[src/verilog/wiper_pkg.sv]
// Constants, field layouts and state codes for the dual wiper control block.
// Assumes a single 200 MHz clock domain; serial pins are synchronised first.
package wiper_pkg;

    // Divider geometry
    localparam int NUM_POTS = 2;
    localparam int NUM_STORED = 4;
    localparam int TAP_BITS = 6;
    localparam int TAPS = 64;

    // Serial slave address: fixed type nibble (arbitrary value) plus strap
    localparam logic [3:0] DEV_TYPE = 4'h5;

    // Instruction byte layout
    localparam int OP_MSB = 7;
    localparam int OP_LSB = 4;
    localparam int IDX_MSB = 3;
    localparam int IDX_LSB = 2;
    localparam int POT_BIT = 0;
    localparam int STEP_UP_BIT = 0;

    // Instruction codes
    localparam logic [3:0] OP_RD_WIPER = 4'h9;
    localparam logic [3:0] OP_WR_WIPER = 4'ha;
    localparam logic [3:0] OP_RD_STORED = 4'hb;
    localparam logic [3:0] OP_WR_STORED = 4'hc;
    localparam logic [3:0] OP_LOAD_WIPER = 4'hd;
    localparam logic [3:0] OP_SAVE_WIPER = 4'he;
    localparam logic [3:0] OP_STEP = 4'h2;

    // Bit counting and tap limits
    localparam logic [3:0] BYTE_BITS = 4'h8;
    localparam logic [5:0] TAP_MAX = 6'h3f;
    localparam logic [5:0] TAP_MIN = 6'h00;
    localparam logic [5:0] STORED_RESET = 6'h20;

    // APB register map
    localparam logic [7:0] ADDR_CTRL = 8'h00;
    localparam logic [7:0] ADDR_WIPER = 8'h04;
    localparam logic [7:0] ADDR_STATUS = 8'h08;
    localparam int CTRL_EN_BIT = 0;
    localparam logic CTRL_EN_RESET = 1'b1;
    localparam int WIPER1_LSB = 8;
    localparam int STATUS_WP_BIT = 0;
    localparam int STATUS_BUSY_BIT = 1;
    localparam int STATUS_LOADED_BIT = 2;

    // Synchroniser reset: write protect released, scl and sda idle high
    localparam logic [6:0] SYNC_RESET = 7'h70;

    typedef enum logic [6:0] {
        ST_IDLE = 7'h01,
        ST_ADDR = 7'h02,
        ST_INSTR = 7'h04,
        ST_DATA = 7'h08,
        ST_ACK = 7'h10,
        ST_SEND = 7'h20,
        ST_GETACK = 7'h40
    } serial_state_t;

endpackage

[src/verilog/bit_sync.sv]
// Two flip-flop synchroniser for a group of asynchronous levels.
// Assumes each bit is a slow level or a clock far below clk.
`timescale 1ns/10ps
module bit_sync #(
    parameter int WIDTH = 7,
    parameter logic [WIDTH-1:0] RESET_VAL = '0
) (
    // Clock and reset
    input wire logic clk,
    input wire logic rst_b,
    // Levels
    input wire logic [WIDTH-1:0] async_in,
    output logic [WIDTH-1:0] sync_out
);

    logic [WIDTH-1:0] stage1;

    always_ff @(posedge clk or negedge rst_b) begin
        if (!rst_b) begin
            stage1 <= RESET_VAL;
            sync_out <= RESET_VAL;
        end else begin
            stage1 <= async_in;
            sync_out <= stage1;
        end
    end

endmodule

[src/verilog/dual_wiper_position_control.sv]
// Dual 64-tap wiper control: two-wire serial slave, wiper and stored
// settings, one-hot tap select, plus a small APB window for software.
// Assumes serial clock, data, strap and write protect pins are asynchronous.
// Overview of operation
// - Two independent dividers, each with 64 taps set by a 6-bit value.
// - Each divider owns a 6-bit wiper position register setting its tap.
// - Each divider has four 6-bit stored-setting registers.
// - After power-up the first stored setting is copied into each wiper.
// - Serial writes reach wiper registers and any stored-setting register.
// - Write protect low refuses stored writes; wiper writes still allowed.
// - Write protect high permits all reads and writes.
// - Only a slave address matching the four strap pins is answered.
// - Serial data is only pulled low, never driven high.
// - All serial transfers are timed by the master's serial clock.
// - Exactly one tap per divider is selected, chosen by its wiper.
// - Instructions copy between a wiper and its own stored settings.
// - A step mode moves the wiper up or down by one.
`timescale 1ns/10ps
module dual_wiper_position_control (
    // Clock and reset
    input wire logic clk,
    input wire logic rst_b,
    // APB slave
    input wire logic psel,
    input wire logic penable,
    input wire logic pwrite,
    input wire logic [7:0] paddr,
    input wire logic [31:0] pwdata,
    output logic [31:0] prdata,
    output logic pready,
    output logic pslverr,
    // Two-wire serial bus
    input wire logic scl,
    input wire logic sda_in,
    output logic sda_out,
    output logic sda_oe,
    // Strap and protect pins
    input wire logic dev_addr_bit_0,
    input wire logic dev_addr_bit_1,
    input wire logic dev_addr_bit_2,
    input wire logic dev_addr_bit_3,
    input wire logic write_protect_b,
    // Tap selects
    output logic [63:0] tap_sel_0,
    output logic [63:0] tap_sel_1
);

    logic [6:0] pins_q;
    logic wp_q;
    logic scl_q;
    logic sda_q;
    logic [3:0] strap;
    logic scl_d;
    logic sda_d;
    logic scl_rise;
    logic scl_fall;
    logic start_cond;
    logic stop_cond;
    wiper_pkg::serial_state_t state;
    wiper_pkg::serial_state_t after;
    wiper_pkg::serial_state_t next_after;
    logic [3:0] cnt;
    logic [7:0] shift;
    logic [7:0] tx;
    logic [3:0] op;
    logic sel_pot;
    logic [1:0] sel_idx;
    logic byte_end;
    logic ack_ok;
    logic addr_match;
    logic [3:0] op_in;
    logic ins_pot;
    logic [1:0] ins_idx;
    logic [7:0] read_value;
    logic ins_end;
    logic dat_end;
    logic copy_load;
    logic copy_save;
    logic wr_wiper;
    logic wr_stored;
    logic step;
    logic [5:0] stepped;
    logic [1:0][5:0] wiper;
    logic [1:0][3:0][5:0] stored;
    logic load_pending;
    logic [1:0][63:0] tap_q;
    logic bus_en;
    logic [31:0] rdata;
    logic mapped;
    logic apb_access;

    function automatic logic valid_op(input logic [3:0] code);
        valid_op = (code == wiper_pkg::OP_RD_WIPER)
            || (code == wiper_pkg::OP_WR_WIPER)
            || (code == wiper_pkg::OP_RD_STORED)
            || (code == wiper_pkg::OP_WR_STORED)
            || (code == wiper_pkg::OP_LOAD_WIPER)
            || (code == wiper_pkg::OP_SAVE_WIPER)
            || (code == wiper_pkg::OP_STEP);
    endfunction

    function automatic logic refused(input logic [3:0] code, input logic wp);
        refused = ((code == wiper_pkg::OP_SAVE_WIPER)
            || (code == wiper_pkg::OP_WR_STORED)) && !wp;
    endfunction

    // Pin synchronisers
    bit_sync #(
        .WIDTH(7),
        .RESET_VAL(wiper_pkg::SYNC_RESET)
    ) u_pins (
        .clk(clk),
        .rst_b(rst_b),
        .async_in({write_protect_b, scl, sda_in, dev_addr_bit_3,
            dev_addr_bit_2, dev_addr_bit_1, dev_addr_bit_0}),
        .sync_out(pins_q)
    );

    assign wp_q = pins_q[6];
    assign scl_q = pins_q[5];
    assign sda_q = pins_q[4];
    assign strap = pins_q[3:0];

    // Serial clock and data edge detection
    always_ff @(posedge clk or negedge rst_b) begin
        if (!rst_b) begin
            scl_d <= 1'b1;
            sda_d <= 1'b1;
        end else begin
            scl_d <= scl_q;
            sda_d <= sda_q;
        end
    end

    assign scl_rise = scl_q && !scl_d;
    assign scl_fall = !scl_q && scl_d;
    assign start_cond = scl_q && scl_d && sda_d && !sda_q;
    assign stop_cond = scl_q && scl_d && !sda_d && sda_q;
    assign byte_end = scl_fall && (cnt == wiper_pkg::BYTE_BITS);

    // Fields of the byte just received
    assign op_in = shift[wiper_pkg::OP_MSB:wiper_pkg::OP_LSB];
    assign ins_pot = shift[wiper_pkg::POT_BIT];
    assign ins_idx = shift[wiper_pkg::IDX_MSB:wiper_pkg::IDX_LSB];
    assign addr_match = (shift[7:4] == wiper_pkg::DEV_TYPE)
        && (shift[3:0] == strap) && bus_en;
    assign read_value = (op_in == wiper_pkg::OP_RD_WIPER)
        ? {2'b00, wiper[ins_pot]} : {2'b00, stored[ins_pot][ins_idx]};

    // Acknowledge decision and follow-on state
    always_comb begin
        ack_ok = 1'b0;
        next_after = wiper_pkg::ST_IDLE;
        case (state)
            wiper_pkg::ST_ADDR: begin
                ack_ok = addr_match;
                next_after = wiper_pkg::ST_INSTR;
            end
            wiper_pkg::ST_INSTR: begin
                ack_ok = valid_op(op_in) && !refused(op_in, wp_q);
                if ((op_in == wiper_pkg::OP_RD_WIPER)
                    || (op_in == wiper_pkg::OP_RD_STORED)) begin
                    next_after = wiper_pkg::ST_SEND;
                end else if ((op_in == wiper_pkg::OP_WR_WIPER)
                    || (op_in == wiper_pkg::OP_WR_STORED)
                    || (op_in == wiper_pkg::OP_STEP)) begin
                    next_after = wiper_pkg::ST_DATA;
                end
            end
            wiper_pkg::ST_DATA: begin
                ack_ok = !refused(op, wp_q);
                if (op == wiper_pkg::OP_STEP) begin
                    next_after = wiper_pkg::ST_DATA;
                end
            end
            default: begin
                ack_ok = 1'b0;
            end
        endcase
    end

    // Register action strobes
    assign ins_end = (state == wiper_pkg::ST_INSTR) && byte_end && ack_ok;
    assign dat_end = (state == wiper_pkg::ST_DATA) && byte_end && ack_ok;
    assign copy_load = ins_end && (op_in == wiper_pkg::OP_LOAD_WIPER);
    assign copy_save = ins_end && (op_in == wiper_pkg::OP_SAVE_WIPER);
    assign wr_wiper = dat_end && (op == wiper_pkg::OP_WR_WIPER);
    assign wr_stored = dat_end && (op == wiper_pkg::OP_WR_STORED);
    assign step = dat_end && (op == wiper_pkg::OP_STEP);

    // Saturating step of the selected wiper
    always_comb begin
        stepped = wiper[sel_pot];
        if (shift[wiper_pkg::STEP_UP_BIT]) begin
            if (wiper[sel_pot] != wiper_pkg::TAP_MAX) begin
                stepped = wiper[sel_pot] + 6'h01;
            end
        end else if (wiper[sel_pot] != wiper_pkg::TAP_MIN) begin
            stepped = wiper[sel_pot] - 6'h01;
        end
    end

    // Serial slave state machine
    always_ff @(posedge clk or negedge rst_b) begin
        if (!rst_b) begin
            state <= wiper_pkg::ST_IDLE;
            after <= wiper_pkg::ST_IDLE;
            cnt <= 4'h0;
            shift <= 8'h00;
            tx <= 8'h00;
            op <= 4'h0;
            sel_pot <= 1'b0;
            sel_idx <= 2'h0;
            sda_oe <= 1'b0;
        end else if (start_cond) begin
            state <= wiper_pkg::ST_ADDR;
            cnt <= 4'h0;
            sda_oe <= 1'b0;
        end else if (stop_cond) begin
            state <= wiper_pkg::ST_IDLE;
            sda_oe <= 1'b0;
        end else begin
            case (state)
                wiper_pkg::ST_ADDR, wiper_pkg::ST_INSTR,
                wiper_pkg::ST_DATA: begin
                    if (scl_rise && (cnt != wiper_pkg::BYTE_BITS)) begin
                        shift <= {shift[6:0], sda_q};
                        cnt <= cnt + 4'h1;
                    end else if (byte_end) begin
                        cnt <= 4'h0;
                        if (ack_ok) begin
                            sda_oe <= 1'b1;
                            state <= wiper_pkg::ST_ACK;
                            after <= next_after;
                        end else begin
                            state <= wiper_pkg::ST_IDLE;
                        end
                        if (state == wiper_pkg::ST_INSTR) begin
                            op <= op_in;
                            sel_pot <= ins_pot;
                            sel_idx <= ins_idx;
                            tx <= read_value;
                        end
                    end
                end
                wiper_pkg::ST_ACK: begin
                    if (scl_fall) begin
                        state <= after;
                        if (after == wiper_pkg::ST_SEND) begin
                            sda_oe <= !tx[7];
                            tx <= {tx[6:0], 1'b0};
                            cnt <= 4'h1;
                        end else begin
                            sda_oe <= 1'b0;
                        end
                    end
                end
                wiper_pkg::ST_SEND: begin
                    if (scl_fall) begin
                        if (cnt == wiper_pkg::BYTE_BITS) begin
                            sda_oe <= 1'b0;
                            state <= wiper_pkg::ST_GETACK;
                        end else begin
                            sda_oe <= !tx[7];
                            tx <= {tx[6:0], 1'b0};
                            cnt <= cnt + 4'h1;
                        end
                    end
                end
                wiper_pkg::ST_GETACK: begin
                    if (scl_fall) begin
                        state <= wiper_pkg::ST_IDLE;
                    end
                end
                default: begin
                    state <= wiper_pkg::ST_IDLE;
                end
            endcase
        end
    end

    // Data line is only ever pulled low
    always_ff @(posedge clk or negedge rst_b) begin
        if (!rst_b) begin
            sda_out <= 1'b0;
        end else begin
            sda_out <= 1'b0;
        end
    end

    // Wiper position registers and power-up recall
    always_ff @(posedge clk or negedge rst_b) begin
        if (!rst_b) begin
            wiper <= '0;
            load_pending <= 1'b1;
        end else if (load_pending) begin
            load_pending <= 1'b0;
            for (int p = 0; p < wiper_pkg::NUM_POTS; p++) begin
                wiper[p] <= stored[p][0];
            end
        end else if (copy_load) begin
            wiper[ins_pot] <= stored[ins_pot][ins_idx];
        end else if (wr_wiper) begin
            wiper[sel_pot] <= shift[5:0];
        end else if (step) begin
            wiper[sel_pot] <= stepped;
        end
    end

    // Stored-setting registers, four per divider
    always_ff @(posedge clk or negedge rst_b) begin
        if (!rst_b) begin
            stored <= {(wiper_pkg::NUM_POTS * wiper_pkg::NUM_STORED)
                {wiper_pkg::STORED_RESET}};
        end else if (copy_save) begin
            stored[ins_pot][ins_idx] <= wiper[ins_pot];
        end else if (wr_stored) begin
            stored[sel_pot][sel_idx] <= shift[5:0];
        end
    end

    // One-hot tap select per divider
    generate
        for (genvar gp = 0; gp < wiper_pkg::NUM_POTS; gp++) begin : g_tap
            always_ff @(posedge clk or negedge rst_b) begin
                if (!rst_b) begin
                    tap_q[gp] <= 64'h0000_0000_0000_0001;
                end else begin
                    tap_q[gp] <= 64'h0000_0000_0000_0001 << wiper[gp];
                end
            end
        end
    endgenerate

    assign tap_sel_0 = tap_q[0];
    assign tap_sel_1 = tap_q[1];

    // APB read decode
    always_comb begin
        rdata = 32'h0000_0000;
        mapped = 1'b1;
        if (paddr == wiper_pkg::ADDR_CTRL) begin
            rdata[wiper_pkg::CTRL_EN_BIT] = bus_en;
        end else if (paddr == wiper_pkg::ADDR_WIPER) begin
            rdata[5:0] = wiper[0];
            rdata[wiper_pkg::WIPER1_LSB +: 6] = wiper[1];
        end else if (paddr == wiper_pkg::ADDR_STATUS) begin
            rdata[wiper_pkg::STATUS_WP_BIT] = wp_q;
            rdata[wiper_pkg::STATUS_BUSY_BIT] = (state != wiper_pkg::ST_IDLE);
            rdata[wiper_pkg::STATUS_LOADED_BIT] = !load_pending;
        end else begin
            mapped = 1'b0;
        end
    end

    assign apb_access = psel && penable && !pready;

    // APB answer: one wait state
    always_ff @(posedge clk or negedge rst_b) begin
        if (!rst_b) begin
            pready <= 1'b0;
            pslverr <= 1'b0;
            prdata <= 32'h0000_0000;
        end else begin
            pready <= apb_access;
            pslverr <= apb_access && !mapped;
            if (apb_access && !pwrite) begin
                prdata <= rdata;
            end
        end
    end

    // Control register: serial bus enable
    always_ff @(posedge clk or negedge rst_b) begin
        if (!rst_b) begin
            bus_en <= wiper_pkg::CTRL_EN_RESET;
        end else if (psel && penable && pready && pwrite
            && (paddr == wiper_pkg::ADDR_CTRL)) begin
            bus_en <= pwdata[wiper_pkg::CTRL_EN_BIT];
        end
    end
endmodule

[config.mk]
export PLATFORM = sky130hd
export DESIGN_NAME = dual_wiper_position_control
export DESIGN_NICKNAME = d
export VERILOG_FILES = /design/src/verilog/wiper_pkg.sv /design/src/verilog/bit_sync.sv /design/src/verilog/dual_wiper_position_control.sv
export SDC_FILE = /design/constraint.sdc
export NUM_CORES = 1
export LEC_CHECK = 0
export ABC_AREA = 1
export ABC_CLOCK_PERIOD_IN_PS = 6400
export BUFFER_PORTS_ARGS = -buffer_cell sky130_fd_sc_hd__buf_4
export CAP_MARGIN = 0
export CORE_UTILIZATION = 40
export DETAILED_ROUTE_END_ITERATION = 8
export SLEW_MARGIN = 20
export SYNTH_ARGS = -nofsm -noshare
export SYNTH_HDL_FRONTEND = slang
export SYNTH_SLANG_ARGS = --single-unit
export TNS_END_PERCENT = 20
[constraint.sdc]
create_clock -name clk -period 6.4 [get_ports clk]
set_input_delay 0.32 -clock clk [delete_from_list [all_inputs] [get_ports clk]]
set_output_delay 0.32 -clock clk [all_outputs]
set_load 0.01 [all_outputs]
---- Word-level counts from Yosys, hierarchy flattened ----
Index checks and enable logic that the tools add are counted.
word-level totals
  memories kept ........................... 0
  RAM bits ................................ 0
  input bits .............................. 52
  memory bits (read-only) ................. 0
  bits in latches ......................... 0
  register bits after elaboration ......... 262
operators by class
  $lt $le $gt $ge ......................... 8
  multiplexer cells ....................... 87
  multiply operators ...................... 0
  shift operators ......................... 2
  add/sub/neg operators ................... 3
  bitwise operators ....................... 3
  reduce and logical (&&, ||, !) cells .... 72
  eq/ne operators ......................... 46
  div/mod/pow operators ................... 0
operator list
  operator                                           count
  left shift 1 x 6 -> 64 bit (first input constant)  2
  bitwise mux 48 bit                                 2
  2-to-1 mux 24 bit                                  4
  2-to-1 mux 48 bit                                  2
  2-to-1 mux 6 bit                                   16
  2-to-1 mux 7 bit                                   8
  2-to-1 mux 8 bit                                   7
  demux 24 bit (select 1 bit)                        2
  2-to-1 mux 12 bit                                  4
  == test 4 bit (second input constant)              10
  2-to-1 mux 4 bit                                   10
  bitwise mux 12 bit                                 3
  != test 4 bit (second input constant)              9
  logical AND 1 bit                                  34
  one-hot mux 7 bit (4 select lines)                 1
  demux 6 bit (select 2 bit)                         2
  one-hot mux 8 bit (3 select lines)                 1
  AND reduction 6 bit                                4
  one-hot mux 7 bit (3 select lines)                 1
  != test 2 bit (second input constant)              8
  == test 7 x 6 -> 1 bit (second input constant)     2
  2-to-1 mux 1 bit                                   13
  binary-select mux 6 bit (select 2 bit)             1
  demux 6 bit (select 1 bit)                         2
  37 further kinds                                   73

---- Logic depth before layout (Yosys ltp) ----
Gate-level depths: netlist (run 1).
  depth in word-level cells ............... 15
  mapped depth ............................ 18

---- Cells and area by module ----
A second synthesis (run 1) with hierarchy kept.
second synthesis, totals
  cells, all modules ...................... 1546
  area total of the unflattened synthesis .. 12563.3 um^2
by module, submodules not included
  module                       cells an instance  area an instance (um^2)  times used  seq. area each (um^2)
  dual_wiper_position_control  1532               12205.5                  1           6150.9
  bit_sync                     14                 357.8                    1           357.8

---- Worst setup path after synthesis (run 1) ----
Ideal clock, no wire load.
  kind .................................... register -> register
  from .................................... reg sel_pot
  to ...................................... reg wiper[0] (netlist bit)
  arrival time ............................ 1941 ps
  clock period less this slack ............ 2057 ps
  required time ........................... 6284 ps
  slack ................................... 4343 ps
  stages on the path, launching flop included .. 17
  cells stage by stage .................... dfrtp_1 -> buf_2 -> o21ai_1 -> inv_1 -> ha_1 -> inv_1 -> nor2_1 -> nand3_1 -> nand2_1 -> nand2_1 -> nand2_1 -> nand2_1 -> nand2_1 -> nand3_1 -> nand3_1 -> nand2_1 -> nand2_1
between the ends
  longest elaborated chain between the ends .. 10
ends and longest elaborated chain
  item                                                     RTL line                                                                source
  start, declared                                          dual_wiper_position_control.sv:66                                       logic sel_pot;
  start signal, assigned                                   dual_wiper_position_control.sv:240                                      sel_pot <= ins_pot;
  2-to-1 mux 6 bit (not written as such) (2 in a row)      -
  subtractor 6 x 1 -> 6 bit, or another cell as far along  dual_wiper_position_control.sv:199                                      stepped = wiper[sel_pot] - 6'h01;
  2-to-1 mux 6 bit, on equally long branches               dual_wiper_position_control.sv:198, dual_wiper_position_control.sv:195
  2-to-1 mux 6 bit                                         dual_wiper_position_control.sv:194                                      if (shift[wiper_pkg::STEP_UP_BIT]) begin
  bitwise mux 12 bit                                       dual_wiper_position_control.sv:306                                      wiper[sel_pot] <= stepped;
  2-to-1 mux 12 bit                                        dual_wiper_position_control.sv:305                                      end else if (step) begin
  2-to-1 mux 12 bit *                                      dual_wiper_position_control.sv:303                                      end else if (wr_wiper) begin
  2-to-1 mux 12 bit *                                      dual_wiper_position_control.sv:301                                      end else if (copy_load) begin
  2-to-1 mux 12 bit *                                      dual_wiper_position_control.sv:296                                      end else if (load_pending) begin
  end signal, assigned by index                            dual_wiper_position_control.sv:302                                      wiper[ins_pot] <= stored[ins_pot][ins_idx];
  end signal, assigned by index                            dual_wiper_position_control.sv:304                                      wiper[sel_pot] <= shift[5:0];
  end signal, assigned by index                            dual_wiper_position_control.sv:306
  end, declared                                            dual_wiper_position_control.sv:83                                       logic [1:0][5:0] wiper;
Every way passes the cells marked *; elsewhere a longest branch is shown, timed or not. The select of a mux whose other input is x is not followed.
A chain may end at the register's enable or synchronous reset.

---- Worst setup path in the final report (run 1) ----
  from .................................... reg shift[2]
  to ...................................... reg stored[16] (netlist bit)
between the ends
  longest elaborated chain between the ends .. 8
ends and longest elaborated chain
  item                                                                                                              RTL line                            source
  start, declared                                                                                                   dual_wiper_position_control.sv:63   logic [7:0] shift;
  start signal, assigned                                                                                            dual_wiper_position_control.sv:227  shift <= {shift[6:0], sda_q};
  less-than comparator 2 x 3 -> 1 bit (not written as such) / >= comparator 2 x 1 -> 1 bit (equally long branches)  dual_wiper_position_control.sv:316  stored[ins_pot][ins_idx] <= wiper[ins_pot];
  logical AND 1 bit (not written as such)                                                                           dual_wiper_position_control.sv:316
  2-to-1 mux 6 bit (not written as such)                                                                            dual_wiper_position_control.sv:316
  demux 6 bit (select 2 bit)                                                                                        dual_wiper_position_control.sv:316
  2-to-1 mux 24 bit (not written as such)                                                                           dual_wiper_position_control.sv:316
  demux 24 bit (select 1 bit)                                                                                       dual_wiper_position_control.sv:316
  bitwise mux 48 bit                                                                                                dual_wiper_position_control.sv:316
  2-to-1 mux 48 bit                                                                                                 dual_wiper_position_control.sv:315  end else if (copy_save) begin
  end signal, assigned                                                                                              dual_wiper_position_control.sv:313  stored <= {(wiper_pkg::NUM_POTS * wiper_pkg::NUM_STORED)
  end signal, assigned by index                                                                                     dual_wiper_position_control.sv:316
  end signal, assigned by index                                                                                     dual_wiper_position_control.sv:318  stored[sel_pot][sel_idx] <= shift[5:0];
  end, declared                                                                                                     dual_wiper_position_control.sv:84   logic [1:0][3:0][5:0] stored;
Parallel ways exist; a longest one is shown, timed or not.

==> summary.txt, run 1 <==
Pwr Density -> 256 mW/mm^2
first-pass GRT wire length -> 56900 um
Setup Fix Bufs, Post-CTS -> 0
Syn-to-layout area delta -> 20.2%
clk_skew -> 19.6 ps
leading area contributor after synthesis -> dfrtp_1
f_max -> 294 MHz
final global-route overflow total -> 0
Root Driver -> clkbuf_16
register area share after synthesis -> 52.5%
Final Slew Violations -> 0
area occupied by registers -> 0.00651 mm^2
share of post-route cells with drive strength above 1 -> 17.9%
Die Ht -> 178 um
Period minus WS final -> 3400 ps
initial DRC count -> 1096
Final TNS setup -> 0 ps
Post-synth EDFFs -> 0
I/O Buffers -> 163
ranking of synthesized cells by area -> dfrtp_1 48%, nand2_1 11%, nor2_1 7.1%
Syn Std Cell Area -> 0.0124 mm^2
# DRC -> 0
CTS tree -> built
Synth Instances -> 1533
Tcrit/Tclk final -> 53.1%
number of synthesized register bits -> 259
diode count -> 0
Starting Density -> 40.6%
area occupied by multi-input gates -> 0.00501 mm^2
startpoint types -> flip-flop
status -> finished, final reports clean
Vias -> 10927
clk sinks -> 259
via count of the first global-routing pass -> 10086
Core Footprint -> 0.0305 mm^2
Slew @ Worst Pin -> 1050 ps
Worst-path clk slew -> 60 ps
pin count of the biggest net entering global routing -> 194
Die Area -> 0.0317 mm^2
initial antenna violation count -> 1
WP data required -> 6820 ps
clk_lat worst skew -> 560 ps
area share of the largest cell type after synthesis -> 47.8%
worst min path class -> input pin to flip-flop
post-synthesis cell type count -> 47
Final #Nets -> 1728
endpoints failing setup -> 0
WL/cell -> 17.2 um
WL final -> 36000 um
GRT Resource Usage Total -> 22.9%
VDD IR-drop max -> 0.000199 V
final hold vios -> 0
final setup margin -> 3000 ps
top-count cell post-synth -> nand2_1
via/cell ratio -> 5.23
Final HPWL DP -> 24100 um
htree depth -> 1
Static Leak -> 7.28 nW
nature of the critical path endpoint -> flip-flop
CP Data Arrival Time -> 3820 ps
RSZ-0062 raised after global routing -> no
fillers -> 2945
Max Cap Violations -> 0
CTS Buf Count -> 29
Rel. slew slack -> 29.9%
CTS max path bufs -> 3
GPL Wtd Cong -> 0.888
detailed-router iteration count before antenna repair -> 5
Place WS -> 3110 ps
I/O pins -> 216
Post-synth ARST share -> 100%
Synth warnings -> 0
crit path kind -> flip-flop to flip-flop
Syn Area/Cell -> 8.09 um^2
Commonest cells post-synth -> 362 x nand2_1, 237 x dfrtp_1, 235 x nor2_1
CP Max Fanout -> 18
Die Wd -> 178 um
Antenna Nets Post-Route -> 0
row count -> 64
dominant synthesized flop cell -> dfrtp_1
[what timing repair did]
action	in CTS	in global routing
endpoints found under the hold margin	61	0
hold buffers	8	0
resized for setup	0	0
[flip-flops by register name, indices dropped and copies added (netlist names), 2 cells and up]
| register | flops |
|---|---|
| wiper | 12 |
| sel_idx | 2 |
| prdata | 12 |
| tx | 8 |
| after | 4 |
| tap_sel_1 | 64 |
| shift | 8 |
| u_pins.stage1 | 7 |
| state | 7 |
| tap_sel_0 | 64 |
| stored | 48 |
| cnt | 4 |
| u_pins.sync_out | 7 |
| op | 4 |
[metal layers]
layer  vias up  routed length, um  GRT usage [%]
met5         -                 13              0
met4         2                914           6.09
met3        74               2590           3.05
met2       431              16400           36.2
met1      5196              16100           32.9
li1       5224                  -              -
[per-stage QoR]
step / util (%) / hold slack [ps] / instances / total power [mW] / instance area [um^2]
floorplan: - / 24.4 / 1554 / 1.94 / 12500
global placement: 45.2 / 294 / 2027 / 2.10 / 13800
detailed placement: 45.2 / 290 / 2027 / 2.10 / 13800
CTS: 48.8 / 0.142 / 2089 / 3.84 / 14900
global route: 48.8 / 7.78 / 2090 / 3.96 / 14900
finish: 48.8 / 14.0 / 2090 / 3.82 / 14900
[worst max-delay path, stage by stage (launching register included)]
cell     delay (ps)
dfrtp_1         890
inv_1           500
nand2_1         170
nand2_1          60
nand2_1          80
nor2_1           50
nand2_1         120
nand3_4         240
nand3_4         270
nand2_2         280
nand3_1         430
o21ai_0         160
[path summary, 6_finish.rpt]
check                                      startpoint                      endpoint  slack, ps  depth (start not counted)
setup reg to reg                 shift[2]$_DFFE_PN0P_        stored[16]$_DFFE_PN0P_       3000                         11
setup / recovery                 shift[2]$_DFFE_PN0P_        stored[16]$_DFFE_PN0P_       3000                         11
hold / removal                              pwdata[0]            bus_en$_DFFE_PN1P_         10                          2
hold reg to reg            u_pins.stage1[1]$_DFF_PN0_  u_pins.sync_out[1]$_DFF_PN0_        350                          0
min in group asynchronous                       rst_b        tap_sel_1[1]$_DFF_PN0_        290                          2
max in group asynchronous                       rst_b        stored[20]$_DFFE_PN0P_       4700                          4
[power breakdown]
part	internal, mW	total (mW)	leakage [nW]	switching [mW]
logic	0.0939	0.356	3.28	0.262
registers	1.68	1.72	3.50	0.0446
clock network	1.03	1.74	0.497	0.707
[cell type report]
| cell class | count | area share, % |
|---|---|---|
| sequential | 259 | 43.7 |
| multi-input combinational | 1075 | 33.6 |
| timing repair buffer | 180 | 9.47 |
| clock buffer | 38 | 5.50 |
| tap | 396 | 3.32 |
| inverter | 126 | 3.17 |
| clock inverter | 16 | 1.26 |
[placed cells by master (no fill, tap or decap), types with 6 or more instances in the layout]
cell and count:
dlygate4sd3_1 8, clkbuf_8 6, o21ai_2 9, o22ai_1 6
nand3_1 123, nor3_1 36, conb_1 22, a21oi_1 29
buf_4 169, o21ai_0 101, dfrtp_1 237, nand4_1 59
clkinv_1 8, nor2_2 8, nor2_1 235, nand2_2 9
nand2_1 362, inv_2 11, clkbuf_16 29, o21ai_1 20
inv_1 107, dfstp_2 22
[cell families (layout without fill, tap and decap cells)]
| kind of cell | Yosys count | in the layout | synth area share (%) |
|---|---|---|---|
| AO/OA/AOI/OAI | 186 | 186 | 8.28 |
| XOR/XNOR | 5 | 5 | 0.353 |
| adder cells (fa/ha/maj) | 5 | 5 | 0.505 |
| buffers and inverters | 220 | 360 | 7.77 |
| flip-flops | 259 | 259 | 52.5 |
| multiplexers | 2 | 2 | 0.182 |
| other | 1 | 22 | 0.0302 |
| AND/OR/NAND/NOR | 855 | 855 | 30.4 |
Note: power is estimated with default switching activity, not from simulation.
==> inputs of run 2 (changes only) <==
--- a/config.mk
+++ b/config.mk
@@ -6,7 +6,7 @@
 export NUM_CORES = 1
 export LEC_CHECK = 0
 export ABC_AREA = 1
-export ABC_CLOCK_PERIOD_IN_PS = 6400
+export ABC_CLOCK_PERIOD_IN_PS = 3200
 export BUFFER_PORTS_ARGS = -buffer_cell sky130_fd_sc_hd__buf_4
 export CAP_MARGIN = 0
 export CORE_UTILIZATION = 40
==> constraint.sdc (replaced) <==
create_clock -name clk -period 3.2 [get_ports clk]
set_input_delay 0.16 -clock clk [delete_from_list [all_inputs] [get_ports clk]]
set_output_delay 0.16 -clock clk [all_outputs]
set_load 0.01 [all_outputs]
==> summary.txt, run 2 (synthesized netlist as in run 1, its figures left out) <==
diode count -> 0 (unchanged)
initial antenna violation count -> 0 (-1)
f_max -> 362 MHz (+23%)
Worst-path clk slew -> 60 ps (about the same)
via/cell ratio -> 5.21 (-0.36%)
RR Startpoint -> cnt[0]$_DFFE_PN0P_
Antenna Nets Post-Route -> 0 (unchanged)
Final HPWL DP -> 25200 um (+4.5%)
worst reg2reg setup slack -> 440 ps (-2560 ps)
CTS Buf Count -> 29 (unchanged)
share of post-route cells with drive strength above 1 -> 19.1% (+1.2 points)
endpoints failing setup -> 0 (unchanged)
GRT Resource Usage Total -> 22.9% (about the same)
CP Max Fanout -> 19 (+1)
Syn-to-layout area delta -> 23.2%
Die Ht -> 178 um (unchanged)
final core utilization -> 50.1% (+1.2 points)
via count of the first global-routing pass -> 10125 (+0.39%)
Setup Fix Bufs, Post-CTS -> 0 (unchanged)
worst min path class -> input pin to flip-flop
first-pass GRT wire length -> 56600 um (-0.56%)
non-filler cells, final -> 2123 (+1.6%)
Starting Density -> 40.6% (unchanged)
WL final -> 36300 um (+0.83%)
Post-Layout Inst Area -> 0.0153 mm^2 (+2.5%)
most frequent cells in the layout -> 362 x nand2_1, 237 x dfrtp_1, 235 x nor2_1, 196 x buf_4, 123 x nand3_1
CTS tree -> built
crit path capture -> stored[16]$_DFFE_PN0P_
status -> finished, final reports clean
Die Wd -> 178 um (unchanged)
total power -> 8.02 mW (+110%)
Hold Path Stages -> 4 (+2)
Worst path max stage delay -> 390 ps (-500 ps)
Root Driver -> clkbuf_16
worst-path cell chain -> inv_1 > ha_1 > nand2_1 > nor2_2 > inv_2 > nor2_4 > inv_2 > nor2_8 > nand3_4 > inv_2 > nand2_1 > nand3_1 > o21ai_0
Period minus WS final -> 2760 ps (-641 ps)
row count -> 64 (unchanged)
Static Leak -> 7.48 nW (+2.8%)
# DRC -> 0 (unchanged)
top routing layer in use -> met4
clk_skew -> 19.7 ps (+0.154 ps)
final hold vios -> 0 (unchanged)
startpoint types -> flip-flop
Final Slew Violations -> 0 (unchanged)
post-cts resize count -> 0 (unchanged)
initial DRC count -> 1202 (+9.7%)
most used cell, CP -> inv_2
metal3 WL -> 2670 um (+3.1%)
clk sinks -> 259 (unchanged)
CP Data Arrival Time -> 3190 ps (-630 ps)
I/O Buffers -> 163 (unchanged)
htree depth -> 1 (unchanged)
Tcrit/Tclk final -> 86.3% (+33 points)
VDD IR-drop max -> 0.000433 V (+120%)
pin count of the biggest net entering global routing -> 86 (-56%)
R2R Path End -> stored[16]$_DFFE_PN0P_
RSZ-0062 raised after global routing -> no
final global-route overflow total -> 0 (unchanged)
Rel. slew slack -> 31.8% (+1.9 points)
post-placement cell count -> 2055 (+1.4%)
I/O pins -> 216 (unchanged)
nature of the critical path endpoint -> flip-flop
CTS max path bufs -> 3 (unchanged)
placed instance area -> 0.0140 mm^2 (+1.6%)
GPL Wtd Cong -> 0.892 (+0.37%)
met1 WL -> 15800 um (-1.8%)
Pwr Density -> 525 mW/mm^2 (+110%)
Slew @ Worst Pin -> 1020 ps (-28.5 ps)
Slowest cell on crit path -> dfrtp_1
Vias -> 11060 (+1.2%)
reg2reg path depth -> 13 (+2)
WP data required -> 3630 ps (-3190 ps)
CTS Hold Bufs -> 14 (+6)
clk_lat worst skew -> 570 ps (about the same)
Final #Nets -> 1761 (+1.9%)
Die Area -> 0.0317 mm^2 (unchanged)
WL/cell -> 17.1 um (-0.74%)
fillers -> 2898 (-1.6%)
detailed-router iteration count before antenna repair -> 7 (+2)
Final TNS setup -> 0 ps (unchanged)
crit path kind -> flip-flop to flip-flop
Critical path origin -> cnt[0]$_DFFE_PN0P_
metal2 WL -> 16700 um (+2.1%)
Max Cap Violations -> 0 (unchanged)
Core Footprint -> 0.0305 mm^2 (unchanged)
commonest non-fill, non-tap cell in the layout -> nand2_1
==> run 2: final cells by class <==
class	instances	area, um^2	area share (%)
inverters	126	473	3.10
clock buffers	41	861	5.64
multi-input cells	1075	5010	32.8
well taps	396	495	3.24
clock inverters	13	260	1.70
repair buffers	213	1670	10.9
flip-flops and latches	259	6510	42.6
==> run 2: stage by stage <==
stage	hold slack [ps]	setup slack, ps
final	42.0	440
after global routing	116	162
after detailed placement	194	477
after CTS	17.9	462
after global placement	191	501
after floorplan	-136	1140
==> run 2: layer usage <==
metal,global-route usage (%),vias up
met1,32.3,5258
met2,36.3,448
li1,-,5276
met4,7.05,0
met5,0,-
met3,3.35,78
==> run 2: power breakdown <==
part           internal [mW]  leakage (nW)  switching [mW]
Sequential              3.35          3.50          0.0540
Clock                   2.44         0.546            1.39
Combinational          0.210          3.44           0.571
Total                   6.00          7.48            2.02
==> run 2: worst min-delay path by stage <==
stage,start,slack (ps),to
final,paddr[3],40,pslverr$_DFF_PN0_
after global routing,paddr[3],120,pslverr$_DFF_PN0_
after CTS,paddr[3],20,pslverr$_DFF_PN0_
after detailed placement,rst_b,190,tap_sel_1[34]$_DFF_PN0_
after global placement,rst_b,190,tap_sel_1[1]$_DFF_PN0_
after floorplan,rst_b,-140,after[2]$_DFFE_PN0P_
==> run 2: critical path, delay by kind of cell, from the launching register on <==
family                     cells  cell delay (ps)
adders and majority gates      1              160
DFF                            1              390
AOI/OAI and AO/OA              1              160
buffers and inverters          4              650
and+or+nand+nor                7             1260
==> inputs of run 3 (changes only) <==
--- a/config.mk
+++ b/config.mk
@@ -11,6 +11,7 @@
 export CAP_MARGIN = 0
 export CORE_UTILIZATION = 40
 export DETAILED_ROUTE_END_ITERATION = 8
+export REMOVE_ABC_BUFFERS = 1
 export SLEW_MARGIN = 20
 export SYNTH_ARGS = -nofsm -noshare
 export SYNTH_HDL_FRONTEND = slang
==> summary.txt, run 3 (synthesized netlist as in run 1, its figures left out) <==
first-pass GRT wire length -> 56600 um (about the same)
Final Slew Violations -> 0 (unchanged)
Pwr Density -> 491 mW/mm^2 (-6.5%)
clk_skew -> 23.6 ps (+3.92 ps)
CTS max path bufs -> 3 (unchanged)
R2R Path End -> stored[16]$_DFFE_PN0P_
crit path kind -> flip-flop to flip-flop
fillers -> 2899 (+0.035%)
final core utilization -> 49.3% (-0.76 points)
Die Ht -> 178 um (unchanged)
Tcrit/Tclk final -> 89.3% (+3.0 points)
RR Startpoint -> cnt[0]$_DFFE_PN0P_
Starting Density -> 40.6% (unchanged)
share of post-route cells with drive strength above 1 -> 18.6% (-0.50 points)
worst path bufs/invs -> 4 (unchanged)
GPL Wtd Cong -> 0.908 (+1.8%)
CP Max Fanout -> 19 (unchanged)
via/cell ratio -> 5.19 (-0.37%)
Setup Fix Bufs, Post-CTS -> 0 (unchanged)
cell family with most CP delay -> simple AND/OR/NAND/NOR gates
# DRC -> 0 (unchanged)
Period minus WS final -> 2860 ps (+97.6 ps)
row count -> 64 (unchanged)
Final #Nets -> 1759 (-0.11%)
pin count of the biggest net entering global routing -> 111 (+29%)
VDD IR-drop max -> 0.000377 V (-13%)
final setup margin -> 342 ps (-97.6 ps)
f_max -> 350 MHz (-3.4%)
detailed-router iteration count before antenna repair -> 5 (-2)
Place WS -> 412 ps (-64.3 ps)
Max Cap Violations -> 0 (unchanged)
Final HPWL DP -> 24500 um (-2.8%)
GRT Resource Usage Total -> 22.6% (-0.29 points)
Hold Path Stages -> 3 (-1)
metal2 WL -> 16500 um (-1.3%)
initial DRC count -> 1082 (-10%)
CP Data Arrival Time -> 3240 ps (+50 ps)
Vias -> 10983 (-0.70%)
RSZ-0062 raised after global routing -> no
Worst path max stage delay -> 390 ps (about the same)
Slew @ Worst Pin -> 817 ps (-205 ps)
Final TNS setup -> 0 ps (unchanged)
Slowest cell on crit path -> dfrtp_1
I/O Buffers -> 163 (unchanged)
Syn-to-layout area delta -> 21.3%
sink of the worst hold path -> bus_en$_DFFE_PN1P_
final global-route overflow total -> 0 (unchanged)
Rel. slew slack -> 45.5% (+14 points)
reg2reg path depth -> 13 (unchanged)
WL final -> 35500 um (-2.2%)
endpoints failing setup -> 0 (unchanged)
status -> finished, final reports clean
WL/cell -> 16.8 um (-1.8%)
clk_lat worst skew -> 540 ps (-30 ps)
Worst-path clk slew -> 60 ps (about the same)
CTS tree -> built
worst-path cell chain -> inv_1 > ha_1 > nand2_1 > nor2_2 > inv_2 > nor2_4 > inv_2 > nor2_8 > nand3_4 > inv_2 > nand2_1 > nand3_1 > o21ai_0
worst reg2reg setup slack -> 340 ps (-100 ps)
Root Driver -> clkbuf_16
initial antenna violation count -> 0 (unchanged)
startpoint types -> flip-flop
nature of the critical path endpoint -> flip-flop
WP data required -> 3580 ps (-50 ps)
met1 WL -> 15500 um (-2.1%)
diode count -> 0 (unchanged)
Die Wd -> 178 um (unchanged)
top routing layer in use -> met4
CTS Buf Count -> 29 (unchanged)
min-delay src -> pwrite
area occupied by multi-input gates -> 0.00501 mm^2 (unchanged)
clk sinks -> 259 (unchanged)
metal3 WL -> 2570 um (-4.0%)
Antenna Nets Post-Route -> 0 (unchanged)
Static Leak -> 7.37 nW (-1.5%)
final hold vios -> 0 (unchanged)
Die Area -> 0.0317 mm^2 (unchanged)
htree depth -> 1 (unchanged)
commonest non-fill, non-tap cell in the layout -> nand2_1
worst min path class -> input pin to flip-flop
area occupied by registers -> 0.00651 mm^2 (unchanged)
most frequent cells in the layout -> 362 x nand2_1, 237 x dfrtp_1, 235 x nor2_1, 197 x buf_4, 123 x nand3_1
Core Footprint -> 0.0305 mm^2 (unchanged)
I/O pins -> 216 (unchanged)
via count of the first global-routing pass -> 10496 (+3.7%)
most used cell, CP -> inv_2
-- run 3: final cells by class --
type / count / share of cell area [%]
well taps: 396 / 3.29
clock buffers: 43 / 5.51
inverters: 126 / 3.15
flip-flops and latches: 259 / 43.3
repair buffers: 211 / 10.9
clock inverters: 6 / 0.549
multi-input cells: 1075 / 33.3
-- run 3: repair_timing --
item	4_1_cts	5_1_grt
endpoints found under the hold margin	114	0
hold buffers	11	0
resized for setup	0	0
-- run 3: report_power, final --
group          switching, mW  internal (mW)  leakage, nW
clock network           1.28           1.93        0.444
logic                  0.549          0.210         3.42
registers             0.0639           3.36         3.50
-- run 3: worst register-to-register path: cells and delay by family, from the launching register on --
family          cells  cell delay, ps
simple gates        7            1300
buf+inv             4             680
flops               1             390
compound gates      1             170
fa+ha+maj           1             150
-- run 3: worst max-delay path by stage --
stage,to,cells after the start,startpoint,slack [ps]
after detailed placement,stored[16]$_DFFE_PN0P_,13,cnt[0]$_DFFE_PN0P_,410
after global placement,stored[12]$_DFFE_PN0P_,13,cnt[0]$_DFFE_PN0P_,480
after CTS,stored[16]$_DFFE_PN0P_,13,cnt[0]$_DFFE_PN0P_,380
final,stored[16]$_DFFE_PN0P_,13,cnt[0]$_DFFE_PN0P_,340
after global routing,stored[16]$_DFFE_PN0P_,13,cnt[0]$_DFFE_PN0P_,110
after floorplan,stored[12]$_DFFE_PN0P_,11,shift[0]$_DFFE_PN0P_,160
-- run 3: per-stage QoR --
stage	cells	instance area [um^2]	power, mW	hold slack, ps
after global routing	2116	15000	7.69	15.6
after floorplan	1460	12000	3.84	-136
after global placement	2056	14000	4.22	257
after CTS	2116	15000	7.46	0.650
after detailed placement	2056	14000	4.23	265
final	2116	15000	7.38	18.4
-- run 3: layer usage --
metal  up-vias  global-route usage [%]
met5         -                       0
met3        68                    2.73
met1      5235                    31.5
met2       416                    36.7
li1       5264                       -
met4         0                    7.02
